==> src/shared/irc_pkg.sv <==
// Shared types and constants for the interrupt request controller.
// Assumes one system clock domain; all users refer to names as irc_pkg::name.
package irc_pkg;

  // ---------------------------------------------------------------
  // Sizes and codes
  // ---------------------------------------------------------------
  localparam int NUM_PERIPH = 16;
  localparam int NUM_EXT = 8;
  localparam int NUM_ELINK = 2;
  localparam int PRIO_W = 4;
  localparam int FILT_SEL_W = 2;
  // Source ordering: peripherals, then pins, then software, then event link.
  localparam int EXT_BASE = NUM_PERIPH;
  localparam int SW_IDX = NUM_PERIPH + NUM_EXT;
  localparam int ELINK_BASE = SW_IDX + 1;
  localparam int NUM_SRC = ELINK_BASE + NUM_ELINK;
  localparam int VEC_W = 5;
  // Reset values.
  localparam logic [PRIO_W-1:0] PRIO_RST = 4'h0;
  localparam logic [VEC_W-1:0] VEC_RST = 5'h00;
  // Filter sample intervals in clocks, selected per pin by filt_sel.
  localparam logic [5:0] FILT_DIV1 = 6'h01;
  localparam logic [5:0] FILT_DIV8 = 6'h08;
  localparam logic [5:0] FILT_DIV32 = 6'h20;
  localparam logic [5:0] FILT_DIV64 = 6'h3f;

  // Pin detection modes.
  typedef enum logic [1:0] {
    IRC_DET_LOW = 2'b00,
    IRC_DET_FALL = 2'b01,
    IRC_DET_RISE = 2'b10,
    IRC_DET_BOTH = 2'b11
  } irc_det_t;

  // Answer presented to the CPU core.
  typedef struct packed {
    logic req;
    logic fast;
    logic [VEC_W-1:0] vec;
    logic [PRIO_W-1:0] prio;
  } irc_cpu_req_t;

  // Non-maskable source inputs, all same-clock logic except the pin.
  typedef struct packed {
    logic osc_stop;
    logic wdt_underflow;
    logic wdt_refresh_err;
    logic volt_mon_one;
    logic volt_mon_two;
  } irc_nmi_src_t;

endpackage : irc_pkg

==> src/rtl/irc_pin_filter.sv <==
// One external pin: three-stage synchroniser and a sampling noise filter.
// Assumes the pin is asynchronous to ref_clk.
`timescale 1ns/100ps
module irc_pin_filter (
  // Clock and reset
  input wire logic ref_clk,
  input wire logic rst,
  input wire logic clk_en,
  // Pin and configuration
  input wire logic pin_in,
  input wire logic filt_en,
  input wire logic [irc_pkg::FILT_SEL_W-1:0] filt_sel,
  // Filtered level
  output logic level_out
);

  // ---------------------------------------------------------------
  // Synchroniser
  // ---------------------------------------------------------------
  logic [2:0] sync_r;
  logic [2:0] sync_nxt;
  logic sync_lvl_r;
  logic sync_lvl_nxt;
  logic [5:0] div_r;
  logic [5:0] div_nxt;
  logic [2:0] samp_r;
  logic [2:0] samp_nxt;
  logic out_r;
  logic out_nxt;
  logic [5:0] div_lim;

  // Stage one feeds stage two only; a change counts once two and three agree.
  always_comb begin
    sync_nxt = {sync_r[1:0], pin_in};
    sync_lvl_nxt = sync_lvl_r;
    if (sync_r[1] == sync_r[2]) begin
      sync_lvl_nxt = sync_r[2];
    end
  end

  // ---------------------------------------------------------------
  // Filter: three equal samples taken at the selected interval
  // ---------------------------------------------------------------
  always_comb begin
    case (filt_sel)
      2'h0: div_lim = irc_pkg::FILT_DIV1;
      2'h1: div_lim = irc_pkg::FILT_DIV8;
      2'h2: div_lim = irc_pkg::FILT_DIV32;
      default: div_lim = irc_pkg::FILT_DIV64;
    endcase
  end

  // A slow interval rejects longer glitches at the cost of longer latency.
  always_comb begin
    div_nxt = div_r + 6'h01;
    samp_nxt = samp_r;
    out_nxt = out_r;
    if (div_nxt >= div_lim) begin
      div_nxt = 6'h00;
      samp_nxt = {samp_r[1:0], sync_lvl_r};
    end
    if (!filt_en) begin
      out_nxt = sync_lvl_r;
    end else if (samp_r == 3'h7) begin
      out_nxt = 1'b1;
    end else if (samp_r == 3'h0) begin
      out_nxt = 1'b0;
    end
  end

  always_ff @(posedge ref_clk or posedge rst) begin
    if (rst) begin
      sync_r <= 3'h7;
      sync_lvl_r <= 1'b1;
      div_r <= 6'h00;
      samp_r <= 3'h7;
      out_r <= 1'b1;
    end else if (clk_en) begin
      sync_r <= sync_nxt;
      sync_lvl_r <= sync_lvl_nxt;
      div_r <= div_nxt;
      samp_r <= samp_nxt;
      out_r <= out_nxt;
    end
  end

  assign level_out = out_r;

endmodule // irc_pin_filter

==> src/rtl/irc_arbiter.sv <==
// Priority arbiter over all maskable sources.
// Assumes requests are already gated by enables; purely combinational.
`timescale 1ns/100ps
module irc_arbiter #(
  parameter int NUM_SRC = irc_pkg::NUM_SRC
) (
  // Candidates
  input wire logic [NUM_SRC-1:0] cand,
  input wire logic [NUM_SRC*irc_pkg::PRIO_W-1:0] prio_flat,
  // Winner
  output logic win_valid,
  output logic [irc_pkg::VEC_W-1:0] win_vec,
  output logic [irc_pkg::PRIO_W-1:0] win_prio
);

  // ---------------------------------------------------------------
  // Selection
  // ---------------------------------------------------------------
  // Scan downward with a >= compare so that on ties the lowest vector wins.
  always_comb begin
    logic [irc_pkg::PRIO_W-1:0] p;
    p = '0;
    win_valid = 1'b0;
    win_vec = irc_pkg::VEC_RST;
    win_prio = irc_pkg::PRIO_RST;
    for (int i = NUM_SRC - 1; i >= 0; i--) begin
      p = prio_flat[i*irc_pkg::PRIO_W +: irc_pkg::PRIO_W];
      if (cand[i] && p != irc_pkg::PRIO_RST && (!win_valid || p >= win_prio)) begin
        win_valid = 1'b1;
        win_vec = irc_pkg::VEC_W'(i);
        win_prio = p;
      end
    end
  end

endmodule // irc_arbiter

==> src/rtl/irc_top.sv <==
// Interrupt request controller: detection, pending, arbitration, routing.
// Assumes the CPU core and the transfer controller run on ref_clk and
// acknowledge with one-cycle strobes, the CPU's carrying the vector taken.
`timescale 1ns/100ps

module irc_top #(
  parameter int NUM_PERIPH = irc_pkg::NUM_PERIPH,
  parameter int NUM_EXT = irc_pkg::NUM_EXT,
  parameter int NUM_ELINK = irc_pkg::NUM_ELINK
) (
  // Clock and reset
  input wire logic ref_clk,
  input wire logic rst,
  input wire logic clk_en,
  // Request sources
  input wire logic [NUM_PERIPH-1:0] periph_req,
  input wire logic [NUM_PERIPH-1:0] periph_edge_mode,
  input wire logic [NUM_EXT-1:0] ext_request_pin,
  input wire logic [NUM_ELINK-1:0] event_link_unit_evt,
  input wire logic sw_trigger_wr,
  // Pin configuration
  input wire logic [NUM_EXT*2-1:0] ext_det_mode,
  input wire logic [NUM_EXT-1:0] ext_filt_en,
  input wire logic [NUM_EXT*irc_pkg::FILT_SEL_W-1:0] ext_filt_sel,
  // Per-source control
  input wire logic [irc_pkg::NUM_SRC-1:0] src_enable,
  input wire logic [irc_pkg::NUM_SRC*irc_pkg::PRIO_W-1:0] src_prio,
  input wire logic [irc_pkg::NUM_SRC-1:0] transfer_trigger_enable_reg,
  input wire logic [irc_pkg::NUM_SRC-1:0] sw_clear,
  input wire logic fast_en,
  input wire logic [irc_pkg::VEC_W-1:0] fast_vec,
  // Non-maskable sources
  input wire logic nmi_pin,
  input wire logic nmi_rising,
  input wire logic nmi_filt_en,
  input wire logic [irc_pkg::FILT_SEL_W-1:0] nmi_filt_sel,
  input wire logic nmi_enable,
  input wire irc_pkg::irc_nmi_src_t nmi_src,
  input wire logic nmi_clear,
  // Sleep state
  input wire logic sleep_mode,
  // CPU side
  output irc_pkg::irc_cpu_req_t cpu_req,
  input wire logic cpu_ack,
  input wire logic [irc_pkg::VEC_W-1:0] cpu_ack_vec,
  // Transfer controller side
  output logic dtc_start,
  output logic [irc_pkg::VEC_W-1:0] dtc_vec,
  input wire logic dtc_ack,
  // Status
  output logic nmi_req,
  output logic [4:0] nmi_status,
  output logic [irc_pkg::NUM_SRC-1:0] pending,
  output logic wake_req
);

  localparam int NS = irc_pkg::NUM_SRC;
  localparam int PW = irc_pkg::PRIO_W;
  // Highest vector that names a real source; acks beyond it are ignored.
  localparam logic [irc_pkg::VEC_W-1:0] LAST_VEC = irc_pkg::VEC_W'(NS - 1);

  // Source map, lowest vector first:
  // peripherals, then the external pins, then the software source,
  // then the event link sources. The vector is the source index.
  // A limitation worth knowing: a level source cannot be cleared by an
  // acknowledge, it drops only when its input drops, so the handler must
  // quiet the peripheral before it returns or the request is seen again.
  // Edge sources are sticky instead, which costs one flag per source but
  // means a short pulse is never lost while a higher level is served.

  // ---------------------------------------------------------------
  // External pins: filter then detection
  // ---------------------------------------------------------------
  logic [NUM_EXT-1:0] ext_lvl;
  logic [NUM_EXT-1:0] ext_prev_r;
  logic [NUM_EXT-1:0] ext_prev_nxt;
  logic [NUM_EXT-1:0] ext_hit;
  logic [NUM_EXT-1:0] ext_is_level;

  genvar g;
  generate
    for (g = 0; g < NUM_EXT; g++) begin : g_ext
      irc_pin_filter u_filt (
        .ref_clk(ref_clk),
        .rst(rst),
        .clk_en(clk_en),
        .pin_in(ext_request_pin[g]),
        .filt_en(ext_filt_en[g]),
        .filt_sel(ext_filt_sel[g*irc_pkg::FILT_SEL_W +: irc_pkg::FILT_SEL_W]),
        .level_out(ext_lvl[g])
      );
    end
  endgenerate

  // Decode one pin's mode into a hit; used for every external pin, not the NMI pin.
  function automatic logic det_hit(input logic [1:0] mode, input logic cur, input logic prv);
    case (irc_pkg::irc_det_t'(mode))
      irc_pkg::IRC_DET_LOW: det_hit = !cur;
      irc_pkg::IRC_DET_FALL: det_hit = prv && !cur;
      irc_pkg::IRC_DET_RISE: det_hit = !prv && cur;
      default: det_hit = prv != cur;
    endcase
  endfunction

  always_comb begin
    ext_prev_nxt = ext_lvl;
    for (int i = 0; i < NUM_EXT; i++) begin
      ext_hit[i] = det_hit(ext_det_mode[i*2 +: 2], ext_lvl[i], ext_prev_r[i]);
      ext_is_level[i] = ext_det_mode[i*2 +: 2] == irc_pkg::IRC_DET_LOW;
    end
  end

  // ---------------------------------------------------------------
  // Peripheral edge detection and source vector assembly
  // ---------------------------------------------------------------
  logic [NUM_PERIPH-1:0] per_prev_r;
  logic [NUM_PERIPH-1:0] per_prev_nxt;
  logic [NS-1:0] src_hit;
  logic [NS-1:0] src_level;

  always_comb begin
    per_prev_nxt = periph_req;
    src_hit = '0;
    src_level = '0;
    for (int i = 0; i < NUM_PERIPH; i++) begin
      src_level[i] = !periph_edge_mode[i];
      src_hit[i] = periph_edge_mode[i] ? (periph_req[i] && !per_prev_r[i])
                                       : periph_req[i];
    end
    src_hit[irc_pkg::EXT_BASE +: NUM_EXT] = ext_hit;
    src_level[irc_pkg::EXT_BASE +: NUM_EXT] = ext_is_level;
    src_hit[irc_pkg::SW_IDX] = sw_trigger_wr;
    src_hit[irc_pkg::ELINK_BASE +: NUM_ELINK] = event_link_unit_evt;
  end

  // ---------------------------------------------------------------
  // Pending flags
  // ---------------------------------------------------------------
  logic [NS-1:0] pend_r;
  logic [NS-1:0] pend_nxt;
  logic [NS-1:0] take;
  logic [NS-1:0] cand;
  logic win_valid;
  logic [irc_pkg::VEC_W-1:0] win_vec;
  logic [PW-1:0] win_prio;

  // A new hit in the clearing cycle wins so that no event is lost.
  // The ack vectors are range checked: a five-bit vector can name more
  // slots than there are sources, and a stray value must not clear one.
  // Both acks may land in one cycle; each clears only its own source.
  always_comb begin
    take = '0;
    if (cpu_ack && cpu_ack_vec <= LAST_VEC) begin
      take[cpu_ack_vec] = 1'b1;
    end
    if (dtc_ack && dtc_start && dtc_vec <= LAST_VEC) begin
      take[dtc_vec] = 1'b1;
    end
    // Level sources follow their input; edge sources hold until taken or cleared by sw_clear.
    for (int i = 0; i < NS; i++) begin
      if (src_level[i]) begin
        pend_nxt[i] = src_hit[i];
      end else begin
        pend_nxt[i] = src_hit[i] || (pend_r[i] && !take[i] && !sw_clear[i]);
      end
    end
  end

  assign cand = pend_r & src_enable;

  irc_arbiter #(
    .NUM_SRC(NS)
  ) u_arb (
    .cand(cand),
    .prio_flat(src_prio),
    .win_valid(win_valid),
    .win_vec(win_vec),
    .win_prio(win_prio)
  );

  // ---------------------------------------------------------------
  // Routing of the winner to the CPU or the transfer controller
  // ---------------------------------------------------------------
  irc_pkg::irc_cpu_req_t cpu_r;
  irc_pkg::irc_cpu_req_t cpu_nxt;
  logic dtc_start_r;
  logic dtc_start_nxt;
  logic [irc_pkg::VEC_W-1:0] dtc_vec_r;
  logic [irc_pkg::VEC_W-1:0] dtc_vec_nxt;
  logic to_dtc;

  // A transfer trigger source goes only to the controller; the CPU never sees it.
  // The start strobe drops in the cycle after the ack so that one request
  // starts one transfer, even while the pending flag is still being cleared.
  // The fast mark follows the winner, so it is only ever set for one source.
  always_comb begin
    to_dtc = win_valid && transfer_trigger_enable_reg[win_vec];
    cpu_nxt.req = win_valid && !to_dtc;
    cpu_nxt.vec = win_vec;
    cpu_nxt.prio = win_prio;
    cpu_nxt.fast = win_valid && fast_en && (win_vec == fast_vec);
    dtc_start_nxt = to_dtc && !(dtc_ack && dtc_start_r);
    dtc_vec_nxt = to_dtc ? win_vec : dtc_vec_r;
    if (cpu_ack) begin
      cpu_nxt.req = 1'b0;
    end
  end

  // ---------------------------------------------------------------
  // Non-maskable sources
  // ---------------------------------------------------------------
  logic nmi_lvl;
  logic nmi_prev_r;
  logic nmi_prev_nxt;
  logic [4:0] nmi_stat_r;
  logic [4:0] nmi_stat_nxt;
  logic [4:0] nmi_evt;

  irc_pin_filter u_nmi_filt (
    .ref_clk(ref_clk),
    .rst(rst),
    .clk_en(clk_en),
    .pin_in(nmi_pin),
    .filt_en(nmi_filt_en),
    .filt_sel(nmi_filt_sel),
    .level_out(nmi_lvl)
  );

  // Status bits are sticky; a clear never drops an arriving event.
  // The pin edge is taken after the filter, so the selected interval also
  // sets how soon a non-maskable pin request can be seen.
  // The other sources are same-clock logic and need no synchroniser.
  always_comb begin
    nmi_prev_nxt = nmi_lvl;
    nmi_evt[0] = nmi_enable && (nmi_rising ? (nmi_lvl && !nmi_prev_r)
                                            : (!nmi_lvl && nmi_prev_r));
    nmi_evt[1] = nmi_src.osc_stop;
    nmi_evt[2] = nmi_src.wdt_underflow || nmi_src.wdt_refresh_err;
    nmi_evt[3] = nmi_src.volt_mon_one;
    nmi_evt[4] = nmi_src.volt_mon_two;
    nmi_stat_nxt = nmi_evt | (nmi_clear ? 5'h00 : nmi_stat_r);
  end

  // ---------------------------------------------------------------
  // Registers
  // ---------------------------------------------------------------
  always_ff @(posedge ref_clk or posedge rst) begin
    if (rst) begin
      ext_prev_r <= '1;
      per_prev_r <= '0;
      pend_r <= '0;
      cpu_r <= '0;
      dtc_start_r <= 1'b0;
      dtc_vec_r <= irc_pkg::VEC_RST;
      nmi_prev_r <= 1'b1;
      nmi_stat_r <= 5'h00;
    end else if (clk_en) begin
      ext_prev_r <= ext_prev_nxt;
      per_prev_r <= per_prev_nxt;
      pend_r <= pend_nxt;
      cpu_r <= cpu_nxt;
      dtc_start_r <= dtc_start_nxt;
      dtc_vec_r <= dtc_vec_nxt;
      nmi_prev_r <= nmi_prev_nxt;
      nmi_stat_r <= nmi_stat_nxt;
    end
  end

  // ---------------------------------------------------------------
  // Outputs
  // ---------------------------------------------------------------
  // All data outputs come straight from flip-flops; only the summary
  // flags below are gates on registered state.
  assign cpu_req = cpu_r;
  assign dtc_start = dtc_start_r;
  assign dtc_vec = dtc_vec_r;
  assign nmi_status = nmi_stat_r;
  assign nmi_req = |nmi_stat_r;
  assign pending = pend_r;
  // Wake is combinational from registered state, sleep_mode and src_enable, so it needs no clock to settle.
  assign wake_req = sleep_mode && (nmi_req || |cand);

endmodule // irc_top

==> config.mk <==
export PLATFORM = sky130hd
export DESIGN_NAME = irc_top
export DESIGN_NICKNAME = d
export VERILOG_FILES = /design/src/shared/irc_pkg.sv /design/src/rtl/irc_pin_filter.sv /design/src/rtl/irc_arbiter.sv /design/src/rtl/irc_top.sv
export SDC_FILE = /design/constraint.sdc
export NUM_CORES = 1
export LEC_CHECK = 0
export ABC_AREA = 1
export BUFFER_PORTS_ARGS = -buffer_cell sky130_fd_sc_hd__buf_2
export CAP_MARGIN = 10
export CELL_PAD_IN_SITES_DETAIL_PLACEMENT = 0
export CELL_PAD_IN_SITES_GLOBAL_PLACEMENT = 1
export CORE_AREA = 2 2 216 218
export CTS_CLUSTER_DIAMETER = 50
export DETAILED_ROUTE_END_ITERATION = 8
export DIE_AREA = 0 0 218 220
export GPL_TIMING_DRIVEN = 1
export PLACE_DENSITY = 0.92
export SYNTH_ARGS = -nofsm -noshare
export SYNTH_HDL_FRONTEND = slang
export SYNTH_HIERARCHICAL = 1
export SYNTH_SLANG_ARGS = --single-unit
==> constraint.sdc <==
create_clock -name ref_clk -period 42.2 [get_ports ref_clk]
set_input_delay 10.55 -clock ref_clk [delete_from_list [all_inputs] [get_ports ref_clk]]
set_output_delay 10.55 -clock ref_clk [all_outputs]
set_load 0.01 [all_outputs]
; ---- Word-level counts from Yosys, hierarchy flattened
; Cells that the tools add are included.
[classes]
add_sub_neg = 9
order_cmp = 42
n_mux = 185
reduce_logical = 407
n_eq_ne = 70
bitwise_logic = 3
[ops]
columns = operator, count
row1 = one-hot mux 6 bit (3 select lines), 9
row2 = logical AND 1 bit, 153
row3 = two-way mux 5 bit, 28
row4 = logical NOT 1 bit, 116
row5 = two-way mux 4 bit, 27
row6 = nonzero test 4 bit, 27
row7 = greater-or-equal comparator 4 bit, 26
row8 = two-way mux 1 bit, 99
row9 = AND reduction 2 bit, 28
row10 = logical OR 1 bit, 55
row11 = "adder 6 x 1 -> 6 bit, second input constant", 9
row12 = greater-or-equal comparator 6 bit, 9
row13 = two-way mux 27 bit, 2
row14 = two-way mux 6 bit, 9
row15 = "== test 2 x 1 -> 1 bit, second input constant", 17
row16 = "== test 2 bit, second input constant", 17
row17 = logical NOT 2 bit, 17
row18 = bitwise AND 27 bit, 1
row19 = "== test 3 bit, second input constant", 9
row20 = logical NOT 3 bit, 9
row21 = "!= test 3 x 1 -> 1 bit, second input constant", 9
row22 = bitwise OR 27 bit, 1
row23 = OR reduction 27 bit, 1
row24 = one-hot mux 1 bit (3 select lines), 8
row25 = other kinds (10), 30
[word_totals]
ff_bits = 200
output_inout_bits = 51

; ---- Depth between registers and ports, before layout
; Gate-level depths: netlist of the first run.
[logic_depth]
word_depth = 113
mapped_depth = 300

; ---- By module
; Netlist of the first run, hierarchy kept.
[by_module_without_submodules]
columns = mod, cells_each, seq_area_each_um2, area_per_inst_um2, instances
row1 = irc_pin_filter, 119, 360.3, 928.4, 9
row2 = irc_top, 736, 1863.0, 4919.7, 1
row3 = irc_arbiter, 853, 0.0, 4777.1, 1

; ---- Least setup slack after synthesis of the first run
; OpenSTA, ideal clock, no wires.
[synth_path]
kind = input-to-reg
start = input port src_enable[26] (netlist bit)
end = register dtc_vec_r, in the netlist dtc_vec[2]
arrival_ns = 39.238
path_stages = 275
slack_ns = 2.845
setup_time_ns = 0.117
n_path_buf = 7
t_required_ns = 42.083
path_cell_list = nand2_1 inv_1 inv_1 a21oi_2 nand2_1 ha_1 nand2_1 inv_1 nand3_1 nand4_1 nand2_1 o21ai_0 ha_1 o21ai_0 nand2_1 nand2_1 nand3_1 nand2_1 [239 not listed] a21boi_0 o21ai_0 nand2_1 a21oi_1 nand2_1 nand2_2 clkinv_1 a21oi_1 inv_2 buf_6 nand2_1 nand3_1 nand3_1 nand3_1 nand2_4 nand3_4 nand2_1 nand2_1
[synth_lines]
columns = element, line_no
row1 = start: declaration, irc_top.sv:26  ; input wire logic [irc_pkg::NUM_SRC-1:0] src_enable,
row2 = end signal: assignment, irc_top.sv:254  ; dtc_vec_r <= irc_pkg::VEC_RST;
row3 = end signal: assignment, irc_top.sv:263  ; dtc_vec_r <= dtc_vec_nxt;
row4 = end: declaration, irc_top.sv:188  ; logic [irc_pkg::VEC_W-1:0] dtc_vec_r;

==> metrics.md, run 1 <==
| Metric | Value |
|---|---|
| Status | `finished clean` |
| Post-synthesis sequential area ratio | `28.3%` |
| Clock root cell | `clkbuf_16` |
| Crit path arrival time | `39.73 ns` |
| Sw power | `0.000877 W` |
| Iteration-0 DRC count of the detailed router | `around 1.1k` |
| Area leader, netlist | `nand2_1` |
| Max cap viols | `0` |
| Clock period minus worst slack | `39.37 ns` |
| Initial Utilization | `39.4%` |
| Final clock skew | `about 0.025 ns` |
| Syn-to-layout area delta | `19.5%` |
| Fin. max-slew vios | `0` |
| Worst-path clk slew | `approximately 0.080 ns` |
| Worst Reg2Reg Path Length in Cells | `about 270` |
| Largest net degree at the start of global routing | `77` |
| Crit path max-delay cell type | `ha_1` |
| Commonest non-fill, non-tap cell in the layout | `nand2_1` |
| # DRC | `0` |
| Die width | `about 220 µm` |
| Main flop type after synthesis | `dfrtp_1` |
| Worst VDD drop | `~0.00009 V` |
| Most common cell on crit path | `nand2_1` |
| Cell variety after synth | `55` |
| Area share of the largest cell type after synthesis | `17.8%` |
| Die area | `approximately 48000 µm²` |
| Sw Share | `52.3%` |
| Synth warnings | `6` |
| DR WL/cell | `about 15 µm` |
| Number of synthesized flops with an enable pin | `0` |
| Multi-input logic area | `approximately 11000 µm²` |
| Std-Cell Rows | `between 70 and 80` |
| Synth Area per Inst | `6.79 µm²` |
| Async SR Flop Fraction | `between 90% and 100%` |
| Tcrit/Tclk final | `around 93%` |
| Via/cell ratio | `4.96` |
| Register cell area after layout | `slightly above 5000 µm²` |
| Number of global-route vias before repair | `16.6k` |
| Synth Register Bits | `200` |
| Routability cong. | `between 0.9 and 1` |
| IO Port Bufs | `~350` |
| WP data required | `around 43 ns` |
| First-pass GRT wire length | `roughly 86000 µm` |
| Levels on crit path | `269` |
| Die Span Y | `roughly 220 µm` |
| Nets@finish | `3535` |
| Post-route setup slack | `between 2 and 3 ns` |
| Clock sink total | `200` |
| Pleak | `~12 nW` |
| Via Count | `around 18k` |
| Fmax | `about 25 MHz` |
| Syn nets | `between 3k and 4k` |
| Setup slack at placement | `-0.536 ns` |
| Worst Max-Slew Pin Slew | `1.04 ns` |
| Worst hold path class | `flip-flop to flip-flop` |
| DP HPWL | `roughly 44000 µm` |
| Gate Count Post-Synth | `roughly 2.7k` |
| Clock group share of total power | `a little over a tenth` |
| Hold buffers post-CTS | `0` |
| Pint | `~0.0008 W` |
| Pwr Density | `around 78 nW/µm²` |
| Delay-heaviest family, CP | `simple AND/OR/NAND/NOR gates` |
| Total GRT Usage | `22.7%` |
| Routed Antenna Nets | `0` |
| Detailed Route WL | `between 50000 and 60000 µm` |
| IO Count | `~350` |
| Placed instance count | `about 3.6k` |
| Comb pwr share | `71.4%` |
| Drt pass-1 iters | `7` |
| CTS tree | `built` |
| Layout cell share with drive strength beyond 1 | `25.1%` |
| Num CTS Buffers | `17` |
| Setup CP Type | `input port to flip-flop` |
| Synth area leaders | `nand2_1 (18%), dfrtp_1 (16%), ha_1 (13%)` |
| Hold Violations, Final | `0` |
| Sequential share of power | `between 10% and 20%` |
| Most frequent cells in the layout | `nand2_1 (845), inv_1 (384), buf_2 (350), ha_1 (191), nand3_1 (186)` |
| Cell Area, Synth | `between 15000 and 20000 µm²` |
| Clk Latency, worst-skew pair | `around 0.48 ns` |
| Layout Cells excl Fill | `~3.7k` |
| Max-slew headroom | `30.9%` |
| Worst-path fanout max | `9` |
| Htree depth | `4` |
| Worst hold stages | `2` |
| Final TNS setup | `0 ns` |
| Setup violations, final | `0` |
| Crit path buf inv count | `32` |
| CP endpoint kind | `flip-flop` |
| Clock Path Buffers | `2` |
| CP peak stage delay | `approximately 0.3 ns` |
| CORE AREA | `~46000 µm²` |
| Fill cell count | `just under 5k` |
| Remaining Overflow, GRT | `0` |
| Crit path launch type | `input port` |
| Initial antenna violation count | `8` |
[worst min-delay path: stages, from the launching register on]
cell and delay (ns):
dfstp_2 0.37, nand2_1 0.05, nand2_1 0.04
[power groups by stage]
stage	Sequential, W	Combinational, W	Clock, W
2_1_floorplan	0.000297	0.000806	0
3_3_place_gp	0.000305	0.00104	0
3_5_place_dp	0.000305	0.00105	0
4_1_cts	0.000302	0.00106	0.000182
5_1_grt	0.000311	0.00136	0.000188
6_report	0.000303	0.00120	0.000177
[synth_stat cells (5+ instances only)]
| cell type | count |
|---|---|
| nor3b_1 | 9 |
| nor2_2 | 25 |
| a21oi_4 | 9 |
| a21oi_1 | 60 |
| nand4_1 | 80 |
| buf_6 | 14 |
| o21ai_1 | 22 |
| inv_1 | 387 |
| nand3_2 | 10 |
| nor3_1 | 32 |
| xor2_1 | 9 |
| nand2_4 | 15 |
| nand2_2 | 102 |
| buf_1 | 5 |
| clkbuf_1 | 6 |
| ha_1 | 192 |
| nand2_1 | 854 |
| o22ai_1 | 10 |
| inv_2 | 31 |
| nor2_1 | 129 |
| o21ai_0 | 159 |
| and2_1 | 7 |
| dfstp_2 | 81 |
| o21bai_1 | 23 |
| dfrtp_1 | 119 |
| nand3_1 | 189 |
| a21boi_0 | 17 |
| buf_2 | 13 |
[layer usage]
layer	vias up	wire, µm	global-route usage (%)
li1	9332	-	-
met1	8292	24800	29.5
met2	454	26700	38.9
met3	84	2910	3.20
met4	10	1640	7.53
met5	-	55	0
[path summary, 6_finish.rpt]
kind | from | endpoint | slack, ns
max | src_enable[26] | dtc_vec[2] | 2.83
min | g_ext[3].u_filt/sync_r[0] | g_ext[3].u_filt/sync_r[0] | 0.46
max reg2reg | pending[26] | dtc_vec[2] | 12.48
min reg2reg | g_ext[3].u_filt/sync_r[0] | g_ext[3].u_filt/sync_r[0] | 0.46
max in group asynchronous | rst | pending[11] | 31.06
min in group asynchronous | rst | g_ext[3].u_filt/div_r[5] | 10.26
[metrics by stage]
stage | total power, W | hold slack (ns) | utilization (%) | instance area [µm²]
2_1_floorplan | 0.00110 | 0.442 | - | 18100
6_report | 0.00168 | 0.465 | 47.0 | 21600
3_5_place_dp | 0.00135 | 0.454 | 44.3 | 20300
4_1_cts | 0.00154 | 0.467 | 45.7 | 21000
5_1_grt | 0.00186 | 0.475 | 47.0 | 21600
3_3_place_gp | 0.00135 | 0.450 | 44.3 | 20300
[repair_timing]
action	4_1_cts	5_1_grt
buffers inserted	0	45
resized for setup	2	129
endpoints found under the setup margin	7	17
pin swaps	0	21
gates cloned	0	3
[final cells by class]
| class | instances | share of cell area, % |
|---|---|---|
| multi-input cells | 2000 | 52.5 |
| flip-flops and latches | 200 | 23.7 |
| repair buffers | 401 | 9.99 |
| inverters | 422 | 7.43 |
| well taps | 607 | 3.52 |
| clock buffers | 17 | 1.97 |
| clock inverters | 15 | 0.905 |
| diodes | 5 | 0.0580 |
[registers in the layout, indices dropped and copies added, names as in the netlist, 3 cells and up]
register,count
g_ext.u_filt/div_r,48
pending,27
g_ext.u_filt/samp_r,24
g_ext.u_filt/sync_r,24
per_prev_r,16
cpu_req,11
ext_prev_r,8
g_ext.u_filt/level_out,8
g_ext.u_filt/sync_lvl_r,8
u_nmi_filt/div_r,6
dtc_vec,5
nmi_status,5
u_nmi_filt/samp_r,3
u_nmi_filt/sync_r,3
[logic make-up (layout without fill, tap and decap cells)]
family / Yosys count / in the layout / share of synthesized area [%]
DFF: 200 / 200 / 28.3
and+or+nand+nor: 1474 / 1477 / 36.9
xor gates and xnor gates: 9 / 9 / 0.437
other: 0 / 5 / 0
adders and majority gates: 192 / 192 / 13.3
AOI/OAI and AO/OA: 322 / 322 / 10.6
buffers and inverters: 463 / 855 / 10.4
Note: power is estimated with default switching activity, not from simulation.
==> inputs of run 2 (changes only) <==
--- a/config.mk
+++ b/config.mk
@@ -8,14 +8,12 @@
 export ABC_AREA = 1
 export BUFFER_PORTS_ARGS = -buffer_cell sky130_fd_sc_hd__buf_2
 export CAP_MARGIN = 10
-export CELL_PAD_IN_SITES_DETAIL_PLACEMENT = 0
-export CELL_PAD_IN_SITES_GLOBAL_PLACEMENT = 1
-export CORE_AREA = 2 2 216 218
+export CORE_AREA = 2 2 181 183
 export CTS_CLUSTER_DIAMETER = 50
 export DETAILED_ROUTE_END_ITERATION = 8
-export DIE_AREA = 0 0 218 220
+export DIE_AREA = 0 0 183 185
 export GPL_TIMING_DRIVEN = 1
-export PLACE_DENSITY = 0.92
+export PLACE_DENSITY = 0.93
 export SYNTH_ARGS = -nofsm -noshare
 export SYNTH_HDL_FRONTEND = slang
 export SYNTH_HIERARCHICAL = 1
==> metrics.md, run 2 (synthesized netlist as in run 1, its figures left out) <==
| Metric | Value |
|---|---|
| Status | `finished clean` |
| Max cap viols | `0` |
| Initial Utilization | `56.3%` |
| Syn-to-layout area delta | `18.2%` |
| Largest register FFs | `48` |
| Num CTS Buffers | `17` |
| Multi-input logic area | `11400 µm²` |
| Layout cell share with drive strength beyond 1 | `between 20% and 30%` |
| Remaining Overflow, GRT | `0` |
| Wire length on met3 | `between 4000 and 5000 µm` |
| Fill cell count | `2657` |
| Delay-heaviest family, CP | `simple AND/OR/NAND/NOR gates` |
| R2R setup slack | `11.41 ns` |
| Worst r2r src | `pending[26]` |
| DR WL/cell | `about 17 µm` |
| Pwr Density | `between 70 and 80 nW/µm²` |
| Crit path arrival time | `~41 ns` |
| Met1 Wirelength | `between 20000 and 25000 µm` |
| Detail Route met2 WL | `between 20000 and 30000 µm` |
| Post-route setup slack | `1.69 ns` |
| Crit path buf inv count | `31` |
| Crit path max-delay cell type | `ha_1` |
| Biggest register | `g_ext.u_filt/div_r` |
| Iteration-0 DRC count of the detailed router | `between 1.5k and 2k` |
| Worst VDD drop | `a little over 0.00008 V` |
| Clock root cell | `clkbuf_16` |
| Fin. max-slew vios | `0` |
| Commonest non-fill, non-tap cell in the layout | `nand2_1` |
| Worst-path clk slew | `approximately 0.080 ns` |
| Worst Reg2Reg Path Length in Cells | `270` |
| Most common cell on crit path | `nand2_1` |
| Worst hold path class | `flip-flop to flip-flop` |
| Clock Path Buffers | `2` |
| Htree depth | `4` |
| Clk Latency, worst-skew pair | `roughly 0.46 ns` |
| Die area | `roughly 34000 µm²` |
| Worst-path fanout max | `9` |
| Clock sink total | `200` |
| Final core occ | `approximately 67%` |
| Worst Max-Slew Pin Slew | `about 1 ns` |
| Final clock skew | `between 0.01 and 0.015 ns` |
| Crit path launch | `src_enable[26]` |
| First-pass GRT wire length | `between 80000 and 90000 µm` |
| Nets@finish | `approximately 3.5k` |
| Hold buffers post-CTS | `0` |
| CORE AREA | `roughly 32000 µm²` |
| Setup slack at placement | `-1.14 ns` |
| DP HPWL | `about 43000 µm` |
| IO Count | `352` |
| Max-slew headroom | `between 30% and 40%` |
| Pleak | `between 10 and 15 nW` |
| Routed Antenna Nets | `0` |
| CTS tree | `built` |
| Pwr Total | `between 0.0015 and 0.002 W` |
| Routability cong. | `~1` |
| Largest net degree at the start of global routing | `between 90 and 100` |
| Final TNS setup | `0 ns` |
| Setup violations, final | `0` |
| Crit path launch type | `input port` |
| WP data required | `42.55 ns` |
| Setup CP Type | `input port to flip-flop` |
| Die Span Y | `~190 µm` |
| Initial antenna violation count | `18` |
| Most frequent cells in the layout | `nand2_1 (844), inv_1 (385), buf_2 (350), ha_1 (192), nand3_1 (187)` |
| Worst hold stages | `2` |
| IO Port Bufs | `roughly 350` |
| Die width | `between 150 and 200 µm` |
| Top Layer Used | `met5` |
| Fmax | `24.7 MHz` |
| Clock period minus worst slack | `~40 ns` |
| Via/cell ratio | `roughly 5.6` |
| Drt pass-1 iters | `8` |
| Detailed Route WL | `roughly 58000 µm` |
| Total GRT Usage | `around a third` |
| Levels on crit path | `271` |
| # DRC | `0` |
| CP endpoint kind | `flip-flop` |
| CP peak stage delay | `~0.3 ns` |
| Register cell area after layout | `approximately 5100 µm²` |
| Reg-to-Reg End | `dtc_vec[1]` |
| Tcrit/Tclk final | `between 90% and 100%` |
| Number of global-route vias before repair | `18.3k` |
| Via Count | `slightly below 20k` |
| Hold Slack | `0.464 ns` |
| CP endpoint | `dtc_vec[1]` |
| Hold Violations, Final | `0` |
| Std-Cell Rows | `66` |
## run 2: changes by cell type in the layout (fill, tap and decap cells not counted), moves of 3 or more
cell and delta:
diode_2 +7, inv_6 +4, buf_4 -6, clkinv_2 +4, inv_8 -3
## run 2: routing by layer
| metal | track usage, % | vias up |
|---|---|---|
| li1 | - | 9336 |
| met1 | 35.9 | 8915 |
| met2 | 55.8 | 987 |
| met3 | 7.45 | 260 |
| met4 | 21.0 | 12 |
| met5 | 0 | - |
## run 2: timing repair
action                                 CTS  global route
setup buffers                            1            40
endpoints found under the hold margin    0             0
pin swaps                                1            29
setup endpoints to repair               11            17
cloned                                   0             5
resized for setup                       22           119
## run 2: cell type report
type,count,share of cell area [%]
clock inverter,15,0.885
antenna,12,0.141
inverter,422,7.50
tap,408,2.39
timing repair buffer,396,9.94
multi-input combinational,2002,53.2
clock buffer,17,1.99
sequential,200,23.9
## run 2: worst min-delay path: cells and delay by family, from the launching register on
| kind | cells | cell delay [ns] |
|---|---|---|
| DFF | 1 | 0.37 |
| and+or+nand+nor | 2 | 0.09 |
## run 2: worst min path at each step
| stage | to | start | slack [ns] |
|---|---|---|---|
| 6_report | g_ext[2].u_filt/sync_r[0] | g_ext[2].u_filt/sync_r[0] | 0.46 |
| 5_1_grt | g_ext[2].u_filt/sync_r[1] | g_ext[2].u_filt/sync_r[1] | 0.48 |
| 4_1_cts | g_ext[2].u_filt/sync_r[0] | g_ext[2].u_filt/sync_r[0] | 0.47 |
| 3_5_place_dp | cpu_req[2] | cpu_req[2] | 0.45 |
| 2_1_floorplan | per_prev_r[15] | per_prev_r[15] | 0.44 |
| 3_3_place_gp | g_ext[7].u_filt/sync_r[0] | g_ext[7].u_filt/sync_r[0] | 0.45 |
## run 2: metrics by stage
step / instances / instance area [µm²]
after floorplan: 2660 / 18100
after global placement: 3382 / 20100
after detailed placement: 3382 / 20100
after CTS: 3415 / 20800
after global routing: 3470 / 21300
final: 3472 / 21300
## run 2: report_power, final
part           total [W]  switching [W]  internal, W  leakage [nW]
clock network   0.000179      0.0000836    0.0000951         0.307
logic            0.00121       0.000765     0.000448          9.52
registers       0.000305      0.0000535     0.000252          2.34
